===== src/pkg/status_id_regs.svh =====
// register offsets, field positions, the status reset value, used-bit masks and the frame bit count for the status and id bank
`ifndef STATUS_ID_REGS_SVH
`define STATUS_ID_REGS_SVH
`define OFS_ERROR_FLAG_STATUS 7'h26
`define OFS_LOT_CODE_WORD_1   7'h32
`define OFS_LOT_CODE_WORD_2   7'h34
`define OFS_LOT_CODE_WORD_3   7'h36
`define OFS_PRODUCT_CODE_WORD 7'h38
`define OFS_UNIT_SERIAL_WORD  7'h3a
`define BIT_ALARM2            9
`define BIT_ALARM1            8
`define BIT_CHECKSUM          6
`define BIT_SELFTEST          5
`define BIT_OVERRANGE         4
`define BIT_LINKERR           3
`define BIT_FLASHFAIL         2
`define STATUS_RESET          16'h0000
`define STATUS_USED_MASK      16'h037c
`define SERIAL_USED_MASK      16'h3fff
`define FRAME_BITS            5'd16
`endif


===== src/pkg/status_id_pkg.sv =====
// types shared by the status and id bank
package status_id_pkg;
  typedef struct packed {
    logic alarm2;
    logic alarm1;
    logic checksumFail;
    logic selfTestFail;
    logic overRange;
    logic flashFail;
  } err_cond_t;

  typedef struct packed {
    logic [15:0] productCode;
    logic [15:0] lot1;
    logic [15:0] lot2;
    logic [15:0] lot3;
    logic [15:0] serial;
  } id_words_t;
endpackage : status_id_pkg


===== src/hw/pin_sync.sv =====
// two-flop synchroniser for a group of pins
module pin_sync #(
  parameter int W = 1
) (
  input  wire logic         clock,
  input  wire logic         rst_n,
  input  wire logic         clkEn,
  input  wire logic [W-1:0] pinIn,
  output logic      [W-1:0] pinSync
);
  logic [W-1:0] stage1Reg;

  always_ff @(posedge clock) begin
    if (!rst_n) begin
      stage1Reg <= '0;
      pinSync   <= '0;
    end else if (clkEn) begin
      stage1Reg <= pinIn;
      pinSync   <= stage1Reg;
    end
  end
endmodule : pin_sync


===== src/hw/frame_counter.sv =====
// counts serial clock rising edges per chip-select frame and checks for whole 16-bit words
module frame_counter (
  input  wire logic clock,
  input  wire logic rst_n,
  input  wire logic clkEn,
  input  wire logic sclkRise,
  input  wire logic frameStart,
  input  wire logic frameEnd,
  output logic      badFrame
);
  `include "status_id_regs.svh"
  logic [3:0] modReg;
  logic [3:0] modNext;
  wire        wrap = (modReg == 4'(`FRAME_BITS - 5'd1));

  assign modNext = frameStart ? 4'h0 : (sclkRise ? (wrap ? 4'h0 : modReg + 4'h1) : modReg);

  always_ff @(posedge clock) begin
    if (!rst_n) begin
      modReg   <= 4'h0;
      badFrame <= 1'b0;
    end else if (clkEn) begin
      modReg   <= modNext;
      badFrame <= frameEnd && (modReg != 4'h0); // [RULE4]
    end
  end
endmodule : frame_counter


===== src/hw/status_id_registers.sv =====
// status flags and identification words read over the serial port
// How it works
// [RULE1] flags read one on error, zero normal
// [RULE2] status read returns flags then clears them
// [RULE3] persisting conditions set again next sample cycle
// [RULE4] bit 3 flags frames not multiple of 16
// [RULE5] bits 9 and 8 mirror alarms 2, 1
// [RULE6] bit 6 shows checksum failure
// [RULE7] bit 5 shows self-test failure
// [RULE8] bit 4 shows rate overrange
// [RULE9] bit 2 shows flash update failure
// [RULE10] status is zero after reset
// [RULE11] product word is a fixed code
// [RULE12] three lot words return fixed codes
// [RULE13] serial in low fourteen bits
// [RULE14] unused bits read zero, writes ignored
module status_id_registers
  import status_id_pkg::*;
#(
  // arbitrary neutral identity values
  parameter logic [15:0] PRODUCT_CODE = 16'h1234,
  parameter logic [15:0] LOT_CODE_1   = 16'h0001,
  parameter logic [15:0] LOT_CODE_2   = 16'h0002,
  parameter logic [15:0] LOT_CODE_3   = 16'h0003,
  parameter logic [13:0] SERIAL_CODE  = 14'h0001
) (
  input  wire logic      clock,
  input  wire logic      rst_n,
  input  wire logic      clkEn,
  input  wire logic      csPin_n,
  input  wire logic      sclkPin,
  input  wire logic      dinPin,
  output logic           doutPin,
  output logic           doutOe,
  input  wire logic      sampleDone,
  input  wire err_cond_t errCond
);
  `include "status_id_regs.svh"

  typedef enum logic [1:0] {
    ST_IDLE  = 2'b01,
    ST_FRAME = 2'b10
  } link_state_t;

  // pins come from the host's clock domain
  logic [2:0] pinS;
  pin_sync #(.W(3)) uSync (
    .clock   (clock),
    .rst_n   (rst_n),
    .clkEn   (clkEn),
    .pinIn   ({csPin_n, sclkPin, dinPin}),
    .pinSync (pinS)
  );
  wire csS_n = pinS[2];
  wire sclkS = pinS[1];
  wire dinS  = pinS[0];

  logic        sclkPrev;
  logic        csPrev_n;
  link_state_t state_reg;
  link_state_t state_next;
  logic [15:0] shift_reg;
  logic [3:0]  bitCnt_reg;
  logic [6:0]  addr_reg;
  logic [15:0] txWord_reg;
  logic [15:0] status_reg;
  logic [15:0] status_next;
  logic        readStatus;
  logic        badFrame;

  wire sclkRise   = sclkS && !sclkPrev;
  wire frameStart = csPrev_n && !csS_n;
  wire frameEnd   = !csPrev_n && csS_n;
  wire wordDone   = (state_reg == ST_FRAME) && sclkRise && (bitCnt_reg == 4'hf);
  wire [15:0] rxWord = {shift_reg[14:0], dinS};
  // bit 15 of a command word marks a write; writes find no writable field here
  wire cmdRead = wordDone && !rxWord[15];

  function automatic logic [15:0] regRead(input logic [6:0] a, input logic [15:0] st);
    unique case (a)
      `OFS_ERROR_FLAG_STATUS: regRead = st & `STATUS_USED_MASK; // [RULE14]
      `OFS_PRODUCT_CODE_WORD: regRead = PRODUCT_CODE; // [RULE11]
      `OFS_LOT_CODE_WORD_1:   regRead = LOT_CODE_1; // [RULE12]
      `OFS_LOT_CODE_WORD_2:   regRead = LOT_CODE_2; // [RULE12]
      `OFS_LOT_CODE_WORD_3:   regRead = LOT_CODE_3; // [RULE12]
      `OFS_UNIT_SERIAL_WORD:  regRead = {2'b00, SERIAL_CODE} & `SERIAL_USED_MASK; // [RULE13]
      default:                regRead = 16'h0000;
    endcase
  endfunction : regRead

  // reply word is latched when the next word starts, so the clear must follow that latch
  wire loadTx = wordDone;
  wire [15:0] txNext = regRead(addr_reg, status_reg);
  assign readStatus = loadTx && (addr_reg == `OFS_ERROR_FLAG_STATUS);

  // conditions are sampled at each sample cycle end; alarms and others latch sticky
  wire [15:0] condVec = ({15'h0, errCond.alarm2}       << `BIT_ALARM2)    // [RULE5]
                      | ({15'h0, errCond.alarm1}       << `BIT_ALARM1)    // [RULE5]
                      | ({15'h0, errCond.checksumFail} << `BIT_CHECKSUM)  // [RULE6]
                      | ({15'h0, errCond.selfTestFail} << `BIT_SELFTEST)  // [RULE7]
                      | ({15'h0, errCond.overRange}    << `BIT_OVERRANGE) // [RULE8]
                      | ({15'h0, errCond.flashFail}    << `BIT_FLASHFAIL); // [RULE9]
  wire [15:0] linkVec = {15'h0, badFrame} << `BIT_LINKERR; // [RULE4]
  wire [15:0] setVec  = ((sampleDone ? condVec : 16'h0) | linkVec) & `STATUS_USED_MASK; // [RULE1]

  // set wins over the clear so an event in the read cycle is kept
  assign status_next = (readStatus ? 16'h0000 : status_reg) | setVec; // [RULE2] [RULE3]

  always_comb begin
    state_next = state_reg;
    unique case (state_reg)
      ST_IDLE:  if (frameStart) state_next = ST_FRAME;
      ST_FRAME: if (frameEnd) state_next = ST_IDLE;
    endcase
  end

  always_ff @(posedge clock) begin
    if (!rst_n) begin
      sclkPrev    <= 1'b0;
      csPrev_n    <= 1'b1;
      state_reg   <= ST_IDLE;
      shift_reg   <= 16'h0000;
      bitCnt_reg  <= 4'h0;
      addr_reg    <= 7'h00;
      txWord_reg  <= 16'h0000;
      status_reg  <= `STATUS_RESET; // [RULE10]
      doutPin     <= 1'b0;
      doutOe      <= 1'b0;
    end else if (clkEn) begin
      sclkPrev    <= sclkS;
      csPrev_n    <= csS_n;
      state_reg   <= state_next;
      status_reg  <= status_next;
      if (frameStart) begin
        bitCnt_reg <= 4'h0;
      end else if ((state_reg == ST_FRAME) && sclkRise) begin
        shift_reg  <= rxWord;
        bitCnt_reg <= bitCnt_reg + 4'h1;
      end
      // a stale address from the last frame must not clear the flags at the first word
      if (frameStart) begin
        addr_reg <= 7'h00;
      end else if (cmdRead) begin
        addr_reg <= {rxWord[13:8], 1'b0};
      end
      if (loadTx) begin
        txWord_reg <= txNext;
      end else if ((state_reg == ST_FRAME) && sclkRise) begin
        // shift after the host has sampled, so the msb stands for the whole first bit
        txWord_reg <= {txWord_reg[14:0], 1'b0};
      end
      doutOe  <= !csS_n;
      doutPin <= txWord_reg[15];
    end
  end

  frame_counter uFrame (
    .clock      (clock),
    .rst_n      (rst_n),
    .clkEn      (clkEn),
    .sclkRise   (sclkRise && (state_reg == ST_FRAME)),
    .frameStart (frameStart),
    .frameEnd   (frameEnd),
    .badFrame   (badFrame)
  );
endmodule : status_id_registers


===== config.mk =====
export PLATFORM = sky130hd
export DESIGN_NAME = status_id_registers
export DESIGN_NICKNAME = d
export VERILOG_FILES = /design/src/pkg/status_id_pkg.sv /design/src/hw/pin_sync.sv /design/src/hw/frame_counter.sv /design/src/hw/status_id_registers.sv
export VERILOG_INCLUDE_DIRS = /design/src /design/src/pkg
export SDC_FILE = /design/constraint.sdc
export NUM_CORES = 1
export LEC_CHECK = 0
export ABC_CLOCK_PERIOD_IN_PS = 2700
export BUFFER_PORTS_ARGS = -buffer_cell sky130_fd_sc_hd__buf_4
export CAP_MARGIN = 10
export CORE_UTILIZATION = 55
export CTS_CLUSTER_SIZE = 28
export DETAILED_ROUTE_END_ITERATION = 8
export PLACE_DENSITY = 0.84
export REMOVE_ABC_BUFFERS = 1
export SYNTH_ARGS = -nofsm -noshare
export SYNTH_HDL_FRONTEND = slang
export SYNTH_SLANG_ARGS = --single-unit

===== constraint.sdc =====
create_clock -name clock -period 2.7 [get_ports clock]
set_clock_uncertainty 0.2 [all_clocks]
set_input_delay 0.405 -clock clock [delete_from_list [all_inputs] [get_ports clock]]
set_output_delay 0.405 -clock clock [all_outputs]
set_load 0.01 [all_outputs]

After elaboration in Yosys (flattened, before gate mapping)
Index checks and enable logic that the tools add are counted.

word-level totals
  output and inout bits = 2
  flip-flop bits (word level) = 75
  logic and storage cells = 73

operators by class
  add/sub/neg operators = 2
  equal/unequal tests = 12
  reduce and logical (&&, ||, !) cells = 22
  muxes and demuxes = 15
  bitwise logic cells = 8

operators by type and width
  operator                                                count
  case mux 13 bit (5 select lines)                        1
  two-way mux 16 bit                                      3
  equality test 7 x 6 -> 1 bit (second input constant)    6
  two-way mux 4 bit                                       5
  OR 16 x 10 -> 16 bit                                    1
  two-way mux 7 bit                                       2
  two-way mux 10 bit                                      1
  OR 10 x 3 -> 10 bit                                     1
  OR 10 x 4 -> 10 bit                                     1
  OR 10 x 5 -> 10 bit                                     1
  OR 10 x 6 -> 10 bit                                     1
  OR 10 x 7 -> 10 bit                                     1
  OR 10 x 9 -> 10 bit                                     1
  adder 4 x 1 -> 4 bit (second input constant)            2
  equality test 4 bit (second input constant)             2
  logical AND 1 bit                                       8
  AND reduction 2 bit                                     3
  AND reduction 3 bit                                     2
  nonzero test 2 bit                                      3
  zero test 1 bit                                         4
  two-way mux 2 bit                                       2
  inequality test 2 x 1 -> 1 bit (second input constant)  2
  case mux 2 bit (2 select lines)                         1
  nonzero test 4 bit                                      1
  other kinds (4)                                         4

Longest topological paths before layout
  word-level depth = 8
  mapped depth = 6
  gate-level depth less buffers = 5

Cells and area by module
Synthesis repeated with hierarchy kept, for this count alone.

unflattened totals
  cells, all modules = 312
  area, all modules = 2,692.6 um2

by module, submodules not included
  module               cells an instance  instances  area each (um2)
  status_id_registers  261                1          2,194.6
  frame_counter        32                 1          269.0
  pin_sync             19                 1          229.0

Least setup slack after synthesis
OpenSTA, ideal clock, no wires.

  kind = reg-to-reg
  start = register bitCnt_reg[0]
  end = register addr_reg[1]
  data required time = 2,440 ps
  path slack = 981 ps
  arrival = 1,459 ps
  cell stages (with the launch flop) = 7
  library setup time = 60 ps
  cells stage by stage = dfxtp_1 -> ha_1 -> and3_1 -> buf_2 -> nand2_1 -> nor4_4 -> a22o_1

on the way
  word-level cells in the longest chain between the ends = 5

RTL lines
  item                                  RTL line                    source
  from (decl)                           status_id_registers.sv:63   logic [3:0] bitCnt_reg;
  from (signal assigned)                status_id_registers.sv:138  bitCnt_reg <= bitCnt_reg + 4'h1;
  equality test 4 bit                   status_id_registers.sv:74   wire wordDone = (state_reg == ST_FRAME) && sclkRise && (bitCnt_reg == 4'hf);
  logical AND 1 bit                     status_id_registers.sv:74
  logical AND 1 bit                     status_id_registers.sv:77   wire cmdRead = wordDone && !rxWord[15];
  nonzero test 2 bit (no source line)   -
  AND reduction 2 bit (no source line)  -
  to (signal assigned)                  status_id_registers.sv:144  addr_reg <= {rxWord[13:8], 1'b0};
  to (decl)                             status_id_registers.sv:64   logic [6:0] addr_reg;

No other way between the ends.
A chain may end at the register's enable or synchronous reset.

Worst setup path in the final report
  start = register bitCnt_reg[0]
  end = register addr_reg[4]

Same word-level chain as after synthesis.

==> summary.txt <==
Outcome
  • Status: completed

Route
  • WL per Instance: between 10 and 15 µm
  • # DRC: 0
  • Antenna Nets Post-Route: 0
  • Router iterations before antenna repair: 4
  • DR iter-0 viols: 125
  • Vias: 2117
  • Vias per cell: 5.54
  • Final WL: around 5 mm

Clocking
  • Clock tree sinks: 65
  • CTS H-tree lvls: 3
  • PostCTS Resize Cnt: 0
  • Hold buffers post-CTS: 0
  • Clock-pin slew on the worst setup and hold paths: 0.07 ns
  • CTS Buffer Depth: 2
  • Post-CTS setup buffer count: 0
  • Clock Latency Late Sink: around 0.34 ns
  • Root buf cell: clkbuf_8
  • CTS tree: done
  • CTS buffer count: 9

Yosys
  • Synth area leader: dfxtp_1
  • Synth Register Bits: 65
  • Seq/Total Area, Yosys: 48.0%
  • Cells after Synth: about 300
  • Synth cell types: 47
  • Synth Flop Type: dfxtp_1
  • Post-synth EDFFs: 0
  • Yosys top cell area share: 48.0%
  • Mapped Avg Cell Area: between 9 and 10 µm²
  • Top cells by area, synth: dfxtp_1, nand2_1, a21oi_1, a22o_1, mux2i_1
  • Synth Warn #: 0
  • Post-synth ARST share: 0%
  • Top-count cell post-synth: dfxtp_1
  • Synthesized cell area: between 0.002 and 0.003 mm²
  • Synth cell count leaders: dfxtp_1, nand2_1, a21oi_1

Floorplanning
  • Die area: 0.00521 mm²
  • Die Span Y: roughly 72 µm
  • Ports: 15
  • Core Area: 0.00472 mm²
  • Initial core utilization: 57.4%
  • Site Rows: 25
  • Die Wd: 72.2 µm

Final layout
  • Nets: 328
  • Fin cells: roughly 380
  • Share of cells above drive strength 1: 14.9%
  • Antenna Cells: 0
  • Layout area overhead: 11.4%
  • Max reg flops: 16
  • Fillers: 402
  • Final instance area: 0.00302 mm²

Worst setup path
  • Crit path launch type: register
  • CP bufs+invs: 0
  • Critical Path Max Stage Delay: 0.38 ns
  • Crit path DAT: 2.07 ns
  • Crit path max-delay cell type: and3_1
  • CP Max Fanout: 6
  • CP delay by family, top: simple AND/OR/NAND/NOR gates
  • Critical Path Sink Type: register
  • Setup CP Type: register to register
  • CP cell instances: ha_1, and3_1, nand2_1, nor4_4, a22o_1
  • Worst EP required: 2.78 ns

Placement
  • Dpl cells: 368
  • Port Buf Inserts: 14
  • Hpwl dp: 3.34 mm
  • Gpl congestion: 0.802
  • Placed Instance Area: 0.00287 mm²

Global routing
  • Gr ovfl total: 0
  • Largest net degree at the start of global routing: 26
  • All-Layer GR Usage: 22.9%
  • First-pass GRT wire length: 9.01 mm
  • Vias in the first global route: 2024
  • Initial antenna violation count: 0

STA
  • Final setup fails: 0
  • Final setup TNS: 0 ns
  • RSZ-0062 raised after global routing: false
  • Worst-Margin Slew: 0.671 ns
  • Slew HR: between 50% and 60%
  • Peak Freq: between 500 and 600 MHz
  • Final slew viol count: 0
  • Final min period: 2.00 ns
  • Final Hold Viols: 0
  • Crit share post-route: 74.0%

Power
  • PD cells: 573 mW/mm²
  • Peak supply drop: 0.377 mV
  • Final Total Pwr: 1.73 mW
  • Leakage power: 1.09 nW

Run
  • Maxcap violations: 0

Min path
  • Hold WC Path Type: primary input to register
[layout by cell type (no fill, tap or decap), types with 4 or more instances in the layout]
cell	instances
a21o_2	4
a21oi_1	32
a22o_1	16
a31oi_1	5
buf_4	17
clkbuf_8	9
dfxtp_1	65
inv_1	5
mux2i_1	10
nand2_1	51
nand2b_1	6
nand3_1	14
nor2_1	18
o21ai_0	14
o21ai_1	4
[logic make-up after synthesis]
logic type	after synthesis	synth area share, %
AO/OA/AOI/OAI	86	20.7
XOR/XNOR	1	0.323
adder cells (fa/ha/maj)	3	1.39
buffers and inverters	21	3.32
flip-flops	65	48.0
multiplexers	10	3.69
AND/OR/NAND/NOR	113	22.5
[metrics by stage]
stage                     hold slack (ns)  worst slack (ns)  utilization [%]
final                              0.0773             0.703             63.9
after global routing               0.0711             0.530             63.9
after CTS                          0.0655             0.688             63.9
after detailed placement            0.249             0.703             60.8
after global placement              0.236             0.734             60.8
after floorplan                     0.231             0.897                -
[final timing paths]
kind	cells after the start	slack (ns)	end	startpoint
max	5	0.70	addr_reg[4]$_SDFFE_PN0P_	bitCnt_reg[0]$_SDFFE_PN0P_
min	2	0.08	status_reg[9]$_SDFFE_PN0P_	errCond[5]
max reg2reg	5	0.70	addr_reg[4]$_SDFFE_PN0P_	bitCnt_reg[0]$_SDFFE_PN0P_
min reg2reg	2	0.25	shift_reg[7]$_SDFFE_PN0P_	shift_reg[6]$_SDFFE_PN0P_
[routing by layer]
| layer | global-route usage, % | share of wire [%] |
|---|---|---|
| met1 | 27.9 | 48 |
| met2 | 35.9 | 46 |
| met3 | 6.81 | 4.3 |
| met4 | 13.1 | 1.6 |
| met5 | 0 | 0 |
[power breakdown]
group          switching (mW)  leakage, nW  total (mW)  internal (mW)
clock                   0.343       0.0778       0.660          0.317
sequential             0.0122        0.526       0.986          0.974
combinational          0.0467        0.487      0.0847         0.0379
total                   0.402         1.09        1.73           1.33
[worst register-to-register path, cell delays in order, from the launching register on]
cell and delay, ns:
dfxtp_1 0.37, ha_1 0.23, and3_1 0.38, nand2_1 0.17
nor4_4 0.38, a22o_1 0.20
[final cells by class]
cell class | instances | area (µm²) | area share [%]
clock buffers | 10 | 128 | 4.23
clock inverters | 4 | 22.5 | 0.746
inverters | 5 | 18.8 | 0.621
multi-input cells | 213 | 1320 | 43.7
flip-flops and latches | 65 | 1300 | 43.1
well taps | 67 | 83.8 | 2.78
repair buffers | 18 | 148 | 4.89
No activity file was read; power rests on OpenSTA's default activity.
